==> config.mk <==
export PLATFORM = sky130hd
export DESIGN_NAME = rsa_regs
export DESIGN_NICKNAME = d
export VERILOG_FILES = /design/src/rsa_pkg.sv /design/src/rsa_regs.sv
export VERILOG_INCLUDE_DIRS = /design/src
export SDC_FILE = /design/constraint.sdc
export NUM_CORES = 1
export LEC_CHECK = 0
export BUFFER_PORTS_ARGS = -buffer_cell sky130_fd_sc_hd__buf_2
export CORE_UTILIZATION = 54
export DETAILED_ROUTE_END_ITERATION = 7
export PLACE_DENSITY = 0.81
export REMOVE_ABC_BUFFERS = 1
export SKIP_LAST_GASP = 1
export SYNTH_ARGS = -nofsm -noshare
export SYNTH_HDL_FRONTEND = slang
export SYNTH_SLANG_ARGS = --single-unit
export TNS_END_PERCENT = 5
==> constraint.sdc <==
create_clock -name clk -period 7.1 [get_ports clk]
set_input_delay 1.42 -clock clk [delete_from_list [all_inputs] [get_ports clk]]
set_output_delay 1.42 -clock clk [all_outputs]
set_load 0.1 [all_outputs]
==> src/rsa_defines.svh <==
`ifndef RSA_DEFINES_SVH
`define RSA_DEFINES_SVH

// register byte offsets
`define RSA_OFS_RANGE 8'h14
`define RSA_OFS_ALARM 8'h20
`define RSA_OFS_UPPER 8'h24
`define RSA_OFS_LOWER 8'h28
`define RSA_OFS_ISTAT 8'h30
`define RSA_OFS_IMASK 8'h34

// range register fields
`define RSA_RANGE_MSB 3
`define RSA_RANGE_LSB 0
`define RSA_REFOFF_BIT 6

// alarm register fields
`define RSA_ACT_SUP_LOW_BIT 15
`define RSA_ACT_SUP_HIGH_BIT 14
`define RSA_ACT_IN_HIGH_BIT 11
`define RSA_ACT_IN_LOW_BIT 10
`define RSA_TRP_MSB 7
`define RSA_TRP_LSB 4
`define RSA_SUM_BIT 0

// reset values
`define RSA_RANGE_RST 4'h0
`define RSA_REFOFF_RST 1'b0
`define RSA_UPPER_RST 16'hFFFF
`define RSA_LOWER_RST 16'h0000
`define RSA_FLAGS_RST 4'h0
`define RSA_WORD_ZERO 32'h0000_0000

// range codes
`define RSA_RNG_BI_3P0 4'h0
`define RSA_RNG_BI_0P625 4'h4
`define RSA_RNG_UNI_3P0 4'h8
`define RSA_RNG_UNI_1P25 4'hB

`endif

==> src/rsa_pkg.sv <==
package rsa_pkg;

    // one bit per alarm source; same order for live, latched, status and mask
    typedef struct packed {
        logic supply_low;
        logic supply_high;
        logic input_high;
        logic input_low;
    } rsa_alarm_s;

endpackage

==> src/rsa_regs.sv <==
`timescale 1ns/100ps
`include "rsa_defines.svh"

module rsa_regs (
    input wire logic clk,
    input wire logic resetn,
    input wire logic app_reset,
    input wire logic [15:0] conv_data,
    input wire logic conv_valid,
    input wire logic supply_low_in,
    input wire logic supply_high_in,
    input wire logic wb_cyc_i,
    input wire logic wb_stb_i,
    input wire logic wb_we_i,
    input wire logic [7:0] wb_adr_i,
    input wire logic [3:0] wb_sel_i,
    input wire logic [31:0] wb_dat_i,
    output logic [31:0] wb_dat_o,
    output logic wb_ack_o,
    output logic [3:0] range_code,
    output logic internal_ref_off,
    output logic [15:0] input_upper_limit,
    output logic [15:0] input_lower_limit,
    output logic any_latched_alarm,
    output logic irq
);

    ////////////////////////////////////////////////////////////////////////////////
    // functions

    // range codes that may be stored; anything else keeps the old range
    function automatic logic range_legal(input logic [3:0] code);
        range_legal = (code <= `RSA_RNG_BI_0P625) ||
            ((code >= `RSA_RNG_UNI_3P0) && (code <= `RSA_RNG_UNI_1P25));
    endfunction

    // merge the low two byte lanes of a write into a 16-bit field
    function automatic logic [15:0] lane16(input logic [15:0] old, input logic [31:0] dat,
                                           input logic [3:0] sel);
        lane16 = {sel[1] ? dat[15:8] : old[15:8], sel[0] ? dat[7:0] : old[7:0]};
    endfunction

    ////////////////////////////////////////////////////////////////////////////////
    // state

    rsa_pkg::rsa_alarm_s live;
    rsa_pkg::rsa_alarm_s trip;
    rsa_pkg::rsa_alarm_s istat;
    rsa_pkg::rsa_alarm_s imask;
    rsa_pkg::rsa_alarm_s cond;
    rsa_pkg::rsa_alarm_s next_live;
    rsa_pkg::rsa_alarm_s next_trip;
    rsa_pkg::rsa_alarm_s next_istat;
    rsa_pkg::rsa_alarm_s next_imask;
    logic [3:0] next_range_code;
    logic next_internal_ref_off;
    logic [15:0] next_input_upper_limit;
    logic [15:0] next_input_lower_limit;
    logic [31:0] next_wb_dat_o;
    logic next_wb_ack_o;
    logic next_any_latched_alarm;
    logic next_irq;
    logic req;
    logic wr;
    logic rd;
    logic [31:0] range_word;
    logic [31:0] alarm_word;

    // bus request decode: one access per ack
    assign req = wb_cyc_i && wb_stb_i && !wb_ack_o;
    assign wr = req && wb_we_i;
    assign rd = req && !wb_we_i;

    // alarm conditions seen this cycle; input compared per conversion
    always_comb begin
        cond.supply_low = supply_low_in;
        cond.supply_high = supply_high_in;
        cond.input_high = conv_valid && (conv_data > input_upper_limit);
        cond.input_low = conv_valid && (conv_data < input_lower_limit);
    end

    // read views of the two documented registers, reserved bits zero
    always_comb begin
        range_word = `RSA_WORD_ZERO;
        range_word[`RSA_RANGE_MSB:`RSA_RANGE_LSB] = range_code;
        range_word[`RSA_REFOFF_BIT] = internal_ref_off;
        alarm_word = `RSA_WORD_ZERO;
        alarm_word[`RSA_ACT_SUP_LOW_BIT] = live.supply_low;
        alarm_word[`RSA_ACT_SUP_HIGH_BIT] = live.supply_high;
        alarm_word[`RSA_ACT_IN_HIGH_BIT] = live.input_high;
        alarm_word[`RSA_ACT_IN_LOW_BIT] = live.input_low;
        alarm_word[`RSA_TRP_MSB:`RSA_TRP_LSB] = trip;
        alarm_word[`RSA_SUM_BIT] = any_latched_alarm;
    end

    ////////////////////////////////////////////////////////////////////////////////
    // next values

    // register writes, flag updates and bus answer
    always_comb begin
        next_range_code = range_code;
        next_internal_ref_off = internal_ref_off;
        next_input_upper_limit = input_upper_limit;
        next_input_lower_limit = input_lower_limit;
        next_imask = imask;
        next_istat = istat;
        next_live = live;
        next_trip = trip;
        // live input flags update on each conversion, supply flags always
        next_live.supply_low = cond.supply_low;
        next_live.supply_high = cond.supply_high;
        if (conv_valid) begin
            next_live.input_high = cond.input_high;
            next_live.input_low = cond.input_low;
        end
        // latched flags clear on alarm read; a new condition wins
        if (rd && wb_adr_i == `RSA_OFS_ALARM) begin
            next_trip = `RSA_FLAGS_RST;
        end
        if (wr && wb_adr_i == `RSA_OFS_ISTAT && wb_sel_i[0]) begin
            next_istat = istat & ~wb_dat_i[3:0];
        end
        if (wr) begin
            unique case (wb_adr_i)
                `RSA_OFS_RANGE: begin
                    if (wb_sel_i[0]) begin
                        next_internal_ref_off = wb_dat_i[`RSA_REFOFF_BIT];
                        if (range_legal(wb_dat_i[`RSA_RANGE_MSB:`RSA_RANGE_LSB])) begin
                            next_range_code = wb_dat_i[`RSA_RANGE_MSB:`RSA_RANGE_LSB];
                        end
                    end
                end
                `RSA_OFS_UPPER: begin
                    next_input_upper_limit = lane16(input_upper_limit, wb_dat_i, wb_sel_i);
                end
                `RSA_OFS_LOWER: begin
                    next_input_lower_limit = lane16(input_lower_limit, wb_dat_i, wb_sel_i);
                end
                `RSA_OFS_IMASK: begin
                    if (wb_sel_i[0]) begin
                        next_imask = wb_dat_i[3:0];
                    end
                end
                default: begin
                    // alarm register and unmapped writes are dropped
                end
            endcase
        end
        // application reset: all but range and live flags to defaults
        if (app_reset) begin
            next_internal_ref_off = `RSA_REFOFF_RST;
            next_input_upper_limit = `RSA_UPPER_RST;
            next_input_lower_limit = `RSA_LOWER_RST;
            next_trip = `RSA_FLAGS_RST;
            next_istat = `RSA_FLAGS_RST;
            next_imask = `RSA_FLAGS_RST;
        end else begin
            next_istat = next_istat | (cond & ~trip);
            next_trip = next_trip | cond;
        end
        next_any_latched_alarm = |next_trip;
        next_irq = |(next_istat & next_imask);
        // single-cycle answer; unmapped reads return zero
        next_wb_ack_o = req;
        next_wb_dat_o = `RSA_WORD_ZERO;
        if (rd) begin
            unique case (wb_adr_i)
                `RSA_OFS_RANGE: next_wb_dat_o = range_word;
                `RSA_OFS_ALARM: next_wb_dat_o = alarm_word;
                `RSA_OFS_UPPER: next_wb_dat_o = {16'h0000, input_upper_limit};
                `RSA_OFS_LOWER: next_wb_dat_o = {16'h0000, input_lower_limit};
                `RSA_OFS_ISTAT: next_wb_dat_o = {28'h0000000, istat};
                `RSA_OFS_IMASK: next_wb_dat_o = {28'h0000000, imask};
                default: next_wb_dat_o = `RSA_WORD_ZERO;
            endcase
        end
    end

    ////////////////////////////////////////////////////////////////////////////////
    // registers

    // range code: power-on reset only
    always_ff @(posedge clk or negedge resetn) begin
        if (!resetn) begin
            range_code <= `RSA_RANGE_RST;
        end else begin
            range_code <= next_range_code;
        end
    end

    // everything else
    always_ff @(posedge clk or negedge resetn) begin
        if (!resetn) begin
            internal_ref_off <= `RSA_REFOFF_RST;
            input_upper_limit <= `RSA_UPPER_RST;
            input_lower_limit <= `RSA_LOWER_RST;
            live <= `RSA_FLAGS_RST;
            trip <= `RSA_FLAGS_RST;
            istat <= `RSA_FLAGS_RST;
            imask <= `RSA_FLAGS_RST;
            any_latched_alarm <= 1'b0;
            irq <= 1'b0;
            wb_ack_o <= 1'b0;
            wb_dat_o <= `RSA_WORD_ZERO;
        end else begin
            internal_ref_off <= next_internal_ref_off;
            input_upper_limit <= next_input_upper_limit;
            input_lower_limit <= next_input_lower_limit;
            live <= next_live;
            trip <= next_trip;
            istat <= next_istat;
            imask <= next_imask;
            any_latched_alarm <= next_any_latched_alarm;
            irq <= next_irq;
            wb_ack_o <= next_wb_ack_o;
            wb_dat_o <= next_wb_dat_o;
        end
    end

    ////////////////////////////////////////////////////////////////////////////////
    // assertions

    property p_range_legal;
        @(posedge clk) disable iff (!resetn)
        1'b1 |-> range_legal(range_code);
    endproperty
    a_range_legal: assert property (p_range_legal) else $error("illegal range code held");

    property p_range_write;
        @(posedge clk) disable iff (!resetn)
        (wr && wb_adr_i == `RSA_OFS_RANGE && wb_sel_i[0] && range_legal(wb_dat_i[3:0]))
            |=> (range_code == $past(wb_dat_i[3:0])) && wb_ack_o;
    endproperty
    a_range_write: assert property (p_range_write) else $error("range write lost");

    property p_ref_off;
        @(posedge clk) disable iff (!resetn)
        (wr && wb_adr_i == `RSA_OFS_RANGE && wb_sel_i[0] && !app_reset)
            |=> internal_ref_off == $past(wb_dat_i[6]);
    endproperty
    a_ref_off: assert property (p_ref_off) else $error("reference disable not stored");

    property p_reserved_zero;
        @(posedge clk) disable iff (!resetn)
        (rd && wb_adr_i == `RSA_OFS_RANGE) |=> wb_ack_o && (wb_dat_o[31:7] == 25'h0000000)
            && (wb_dat_o[5:4] == 2'h0);
    endproperty
    a_reserved_zero: assert property (p_reserved_zero) else $error("reserved bits set");

    property p_app_keeps_range;
        @(posedge clk) disable iff (!resetn)
        (app_reset && !wr) |=> range_code == $past(range_code) && !internal_ref_off;
    endproperty
    a_app_keeps_range: assert property (p_app_keeps_range) else $error("range changed");

    property p_supply_live;
        @(posedge clk) disable iff (!resetn)
        1'b1 |=> live.supply_low == $past(supply_low_in)
            && live.supply_high == $past(supply_high_in);
    endproperty
    a_supply_live: assert property (p_supply_live) else $error("supply flag stale");

    property p_input_high;
        @(posedge clk) disable iff (!resetn)
        (conv_valid && conv_data > input_upper_limit && !app_reset) |=> live.input_high ##1
            (trip.input_high || $past(rd && wb_adr_i == `RSA_OFS_ALARM));
    endproperty
    a_input_high: assert property (p_input_high) else $error("input high alarm missed");

    property p_trip_hold;
        @(posedge clk) disable iff (!resetn)
        !(rd && wb_adr_i == `RSA_OFS_ALARM) && !app_reset |=> (trip & $past(trip)) == $past(trip);
    endproperty
    a_trip_hold: assert property (p_trip_hold) else $error("latched flag dropped");

    property p_summary;
        @(posedge clk) disable iff (!resetn)
        1'b1 |-> any_latched_alarm == (|trip);
    endproperty
    a_summary: assert property (p_summary) else $error("summary flag wrong");

    property p_ack_pulse;
        @(posedge clk) disable iff (!resetn)
        req |=> wb_ack_o ##1 !wb_ack_o;
    endproperty
    a_ack_pulse: assert property (p_ack_pulse) else $error("ack not one cycle");

    property p_irq;
        @(posedge clk) disable iff (!resetn)
        1'b1 |-> irq == (|(istat & imask));
    endproperty
    a_irq: assert property (p_irq) else $error("irq disagrees with status and mask");

endmodule

Yosys cells after proc, flatten, opt, wreduce, memory -nomap -nowiden
Index checks and enable logic that the tools add are counted.
Widths: inputs -> output; s select.
{ "totals": {"regBits": 88, "latchBits": 0, "ramBits": 0, "romBits": 0, "inputBits": 69, "out_inout_bits": 72, "word_cells": 93, "memories": 0} }
{ "op_classes": {"addsub": 0, "multipliers": 0, "div": 0, "magnitude_cmp": 5, "eq_ne": 6, "shifts": 0, "mux": 22, "bitwise": 7, "n_reduce_logical": 27} }
{ "op_table": {"columns": ["cell", "count"], "rows": [
  ["$mux 16", 7],
  ["$pmux 16 s6", 1],
  ["$eq 8x6->1 const B", 5],
  ["$mux 4", 8],
  ["$gt 16x16->1", 1],
  ["$lt 16x16->1", 1],
  ["$mux 8", 2],
  ["$reduce_and 3->1", 5],
  ["$and 4x4->4", 3],
  ["$reduce_bool 2->1", 6],
  ["$logic_and 1x1->1", 10],
  ["$eq 8x5->1 const B", 1],
  ["$not 4->4", 2],
  ["$or 4x4->4", 2],
  ["$reduce_or 4->1", 2],
  ["$ge 4x4->1 const B", 1],
  ["$le 4x3->1 const B", 1],
  ["$le 4x4->1 const B", 1],
  ["$mux 1", 4],
  ["$reduce_and 4->1", 1],
  ["$logic_not 1->1", 2],
  ["$logic_or 1x1->1", 1]
]} }

Longest topological paths before layout
{ "depth": {"ltp_word": 10, "mapped_depth": 8} }

Least setup slack after synthesis
OpenSTA, ideal clock, no wires.
{ "synth_path": {"path_kind": "in2reg", "start": "input port conv_data[14]", "end": "register any_latched_alarm", "arrival_ns": 3.027, "t_required_ns": 6.926, "slack_ns": 3.899, "path_stages": 6, "path_buffers": 0, "path_cell_list": "ha_1 -> a21oi_1 -> nand2_1 -> a221o_1 -> o311ai_0 -> a41oi_1"} }
{ "synth_via": {"elab_chain_cells": 5} }
{ "synth_lines": {"columns": ["item", "line_no", "text"], "rows": [
  ["from (decl)", "rsa_regs.sv:8", "input wire logic [15:0] conv_data,"],
  ["$lt 16x16->1 or $gt 16x16->1 (tied branches)", "rsa_regs.sv:79, rsa_regs.sv:78", null],
  ["$logic_and 1x1->1, on equally long branches", "rsa_regs.sv:79, rsa_regs.sv:78", null],
  ["$or 4x4->4 *", "rsa_regs.sv:159", "next_trip = next_trip | cond;"],
  ["$mux 4 *", "rsa_regs.sv:150", "if (app_reset) begin"],
  ["$reduce_or 4->1 *", "rsa_regs.sv:161", "next_any_latched_alarm = |next_trip;"],
  ["via next_any_latched_alarm", "rsa_regs.sv:61", "logic next_any_latched_alarm;"],
  ["to (signal assigned)", "rsa_regs.sv:213", "any_latched_alarm <= next_any_latched_alarm;"],
  ["to (decl)", "rsa_regs.sv:24", "output logic any_latched_alarm,"]
]} }
Mark *: on every way through the listed nets, which the timed path passes. The rest lies on a longest branch.
A chain may end at the register's enable or synchronous reset.

Worst setup path after layout
{ "layout_path": {"start": "input port wb_adr_i[1]", "end": "register input_lower_limit[14]"} }
{ "layout_via": {"elab_chain_cells": 3} }
{ "layout_lines": {"columns": ["item", "line_no", "text"], "rows": [
  ["from (decl)", "rsa_regs.sv:15", "input wire logic [7:0] wb_adr_i,"],
  ["$eq 8x6->1", "rsa_regs.sv:124", "unique case (wb_adr_i)"],
  ["$reduce_bool 2->1 (no source line)", null, null],
  ["$reduce_and 3->1 (no source line)", null, null],
  ["to (signal assigned)", "rsa_regs.sv:196", "input_lower_limit <= `RSA_LOWER_RST;"],
  ["to (signal assigned)", "rsa_regs.sv:208", "input_lower_limit <= next_input_lower_limit;"],
  ["to (decl)", "rsa_regs.sv:23", "output logic [15:0] input_lower_limit,"]
]} }
Every way passes these cells.

==> impl_metrics.tcl <==
set metrics [dict create \
    p_leak_nw 2.38 \
    drt_wl_total_um 10600 \
    cts_sinks 72 \
    critPathSlowestCell "nor3_4" \
    cts_root_buf "clkbuf_8" \
    post_route_cells_drive_above_1_share_pct 27.9 \
    core_um2 7210 \
    synth_top_area_cell "dfrtp_1" \
    synth_edf_count 0 \
    critPathKind "in -> reg" \
    post-route-worst-setup-slack_ns 3.45 \
    startpoint_type "input pin" \
    die_area_um2 7810 \
    fin_tns_setup_ns 0 \
    clk_pin_slew_ns 0.07 \
    drc 0 \
    postCtsSetupRepairBufs 0 \
    clock_skew_ns 0.0133 \
    synth.most_common_cell "dfrtp_1" \
    cap_violations 0 \
    cts_buffers 9 \
    grt_pass1_wl_um 16900 \
    cts_tree "done" \
    timing.hold.ws_ns 0.509 \
    fmax_mhz 274 \
    synth_cell_types 50 \
    drt_pass1_iterations 5 \
    drtIter0Drc 385 \
    wl_per_cell_um 16.6 \
    hold_viol_final 0 \
    synth_top_area_share_pct 34.8 \
    numPortBuffers 106 \
    tightest_slew_ns 1.26 \
    async_flop_share_pct 100 \
    cts_max_path_buffers 2 \
    post_cts_resized 0 \
    min_period_over_period_pct 51.4 \
    arrival_ns 3.83 \
    clock_latency_ns 0.36 \
    grt_usage_pct 29.1 \
    rsz0062_at_grt "false" \
    power_mw 1.10 \
    fin_crit_ns 3.65 \
    setup_viol 0 \
    viasPerCell 5.82 \
    synth_area_um2 4030 \
    status "completed" \
    n_antenna_cell 0 \
    die_w_um 88.4 \
    fin_cells 640 \
    ant_nets 0 \
    hold_path_class "reg -> reg" \
    finalMaxSlewViolations 0 \
    utilization_pct 66.8 \
    grt_max_degree 73 \
    crit_path_max_incr_delay_ns 0.72 \
    start_util_pct 55.9 \
    num-nets-final 636 \
    synth_area_per_cell_um2 9.39 \
    end_kind "flip-flop" \
    dieHeight_um 88.4 \
    synthToLayoutAreaGrowth_pct 19.5 \
    cts_hold_buf 0 \
    max_slew_margin_pct 16.0 \
    synth_commonest_cells "56 x dfrtp_1, 44 x a21oi_1, 39 x inv_1, 38 x nand2_1, 34 x nor2_1" \
    io-pin-count 141 \
    grt_pass1_vias 3562 \
    cp_max_fo 19 \
    h-tree-depth 3 \
    synthFlopType "dfrtp_1" \
    yosysSeqAreaShare_pct 45.2 \
    vias 3727 \
    grt_overflow 0 \
    dp_hpwl_um 7720 \
    post-place-cells 624 \
    gp_congestion 0.923 \
    rows 31 \
    ys_warn_count 0 \
    dpl_worst_slack_ns 3.13 \
    required_ns 7.28 \
    final_cell_area_um2 4820 \
    synth_top_cells_by_area "dfrtp_1 35%, dfstp_2 10%, ha_1 9.6%" \
    path_cells "buf_2 > or4b_2 > nor3_4 > a21oi_1 > nand2_1 > o21ai_0" \
    synth_seq_cells 72 \
    fillers 584 \
    peakVddDrop_uv 121 \
    synthCells 429 \
    antenna_found_initial 0 \
    placed_area_um2 4610 \
    power.density_nw_per_um2 228 \
]
## worst max-delay path, delay by kind of cell
kind | cells | cell delay, ns
AO/OA/AOI/OAI | 2 | 0.67
buffers and inverters | 1 | 0.11
AND/OR/NAND/NOR | 3 | 1.62
## registers in the layout, summed over array words and instances, names as in the netlist, 4 cells and up
name	cells
alarm_word	8
input_lower_limit	16
istat	4
range_code	4
wb_dat_o	16
input_upper_limit	16
imask	4
## where the power goes
group | internal (mW) | switching [mW]
sequential | 0.437 | 0.0222
combinational | 0.0606 | 0.236
clock | 0.190 | 0.151
## metal layers
metal	wire [µm]	track usage, %	vias up
met5	0	0	-
met4	365	15.4	0
met2	5140	46.6	175
li1	-	-	1704
met3	723	5.22	35
met1	4380	37.8	1813
## worst paths after layout
| kind | start | cells after the start | to | slack (ns) |
|---|---|---|---|---|
| worst max-delay path | wb_adr_i[1] | 6 | input_lower_limit[14] | 3.45 |
| worst min-delay path | input_upper_limit[7] | 2 | input_upper_limit[7] | 0.51 |
| worst max register to register | input_upper_limit[7] | 7 | any_latched_alarm | 4.28 |
| worst min register to register | input_upper_limit[7] | 2 | input_upper_limit[7] | 0.51 |
| max in group asynchronous | resetn | 2 | input_lower_limit[5] | 5.26 |
| min in group asynchronous | resetn | 2 | input_lower_limit[13] | 1.27 |
## cell type report
cell class	instances	area [µm²]	area share, %
multi-input cells	303	1950	40.4
flip-flops and latches	72	1820	37.8
repair buffers	111	568	11.8
clock buffers	13	169	3.51
inverters	39	146	3.04
well taps	99	124	2.57
clock inverters	3	40.0	0.831
## placed cells by master (no fill, tap or decap), drive strengths merged, types with 3 or more instances in the layout
| cell type | count |
|---|---|
| buf | 111 |
| dfrtp | 56 |
| a21oi | 44 |
| inv | 39 |
| nand2 | 38 |
| nor2 | 34 |
| ha | 31 |
| o21ai | 25 |
| nand2b | 18 |
| conb | 16 |
| dfstp | 16 |
| nor3 | 16 |
| clkbuf | 13 |
| a22oi | 12 |
| a222oi | 7 |
| nand3 | 6 |
| mux2i | 5 |
| nor2b | 5 |
| nand4 | 5 |
| o21a | 4 |
| o32ai | 4 |
| or3 | 3 |
| o311ai | 3 |
| o31ai | 3 |
## kinds of logic after synthesis
kind of cell | share of synthesized area, %
compound gates | 17.9
simple gates | 17.4
mux | 1.80
fa+ha+maj | 9.62
other cells | 0.0930
flops | 45.2
buf+inv | 7.98
(Power assumes the default switching activity.)
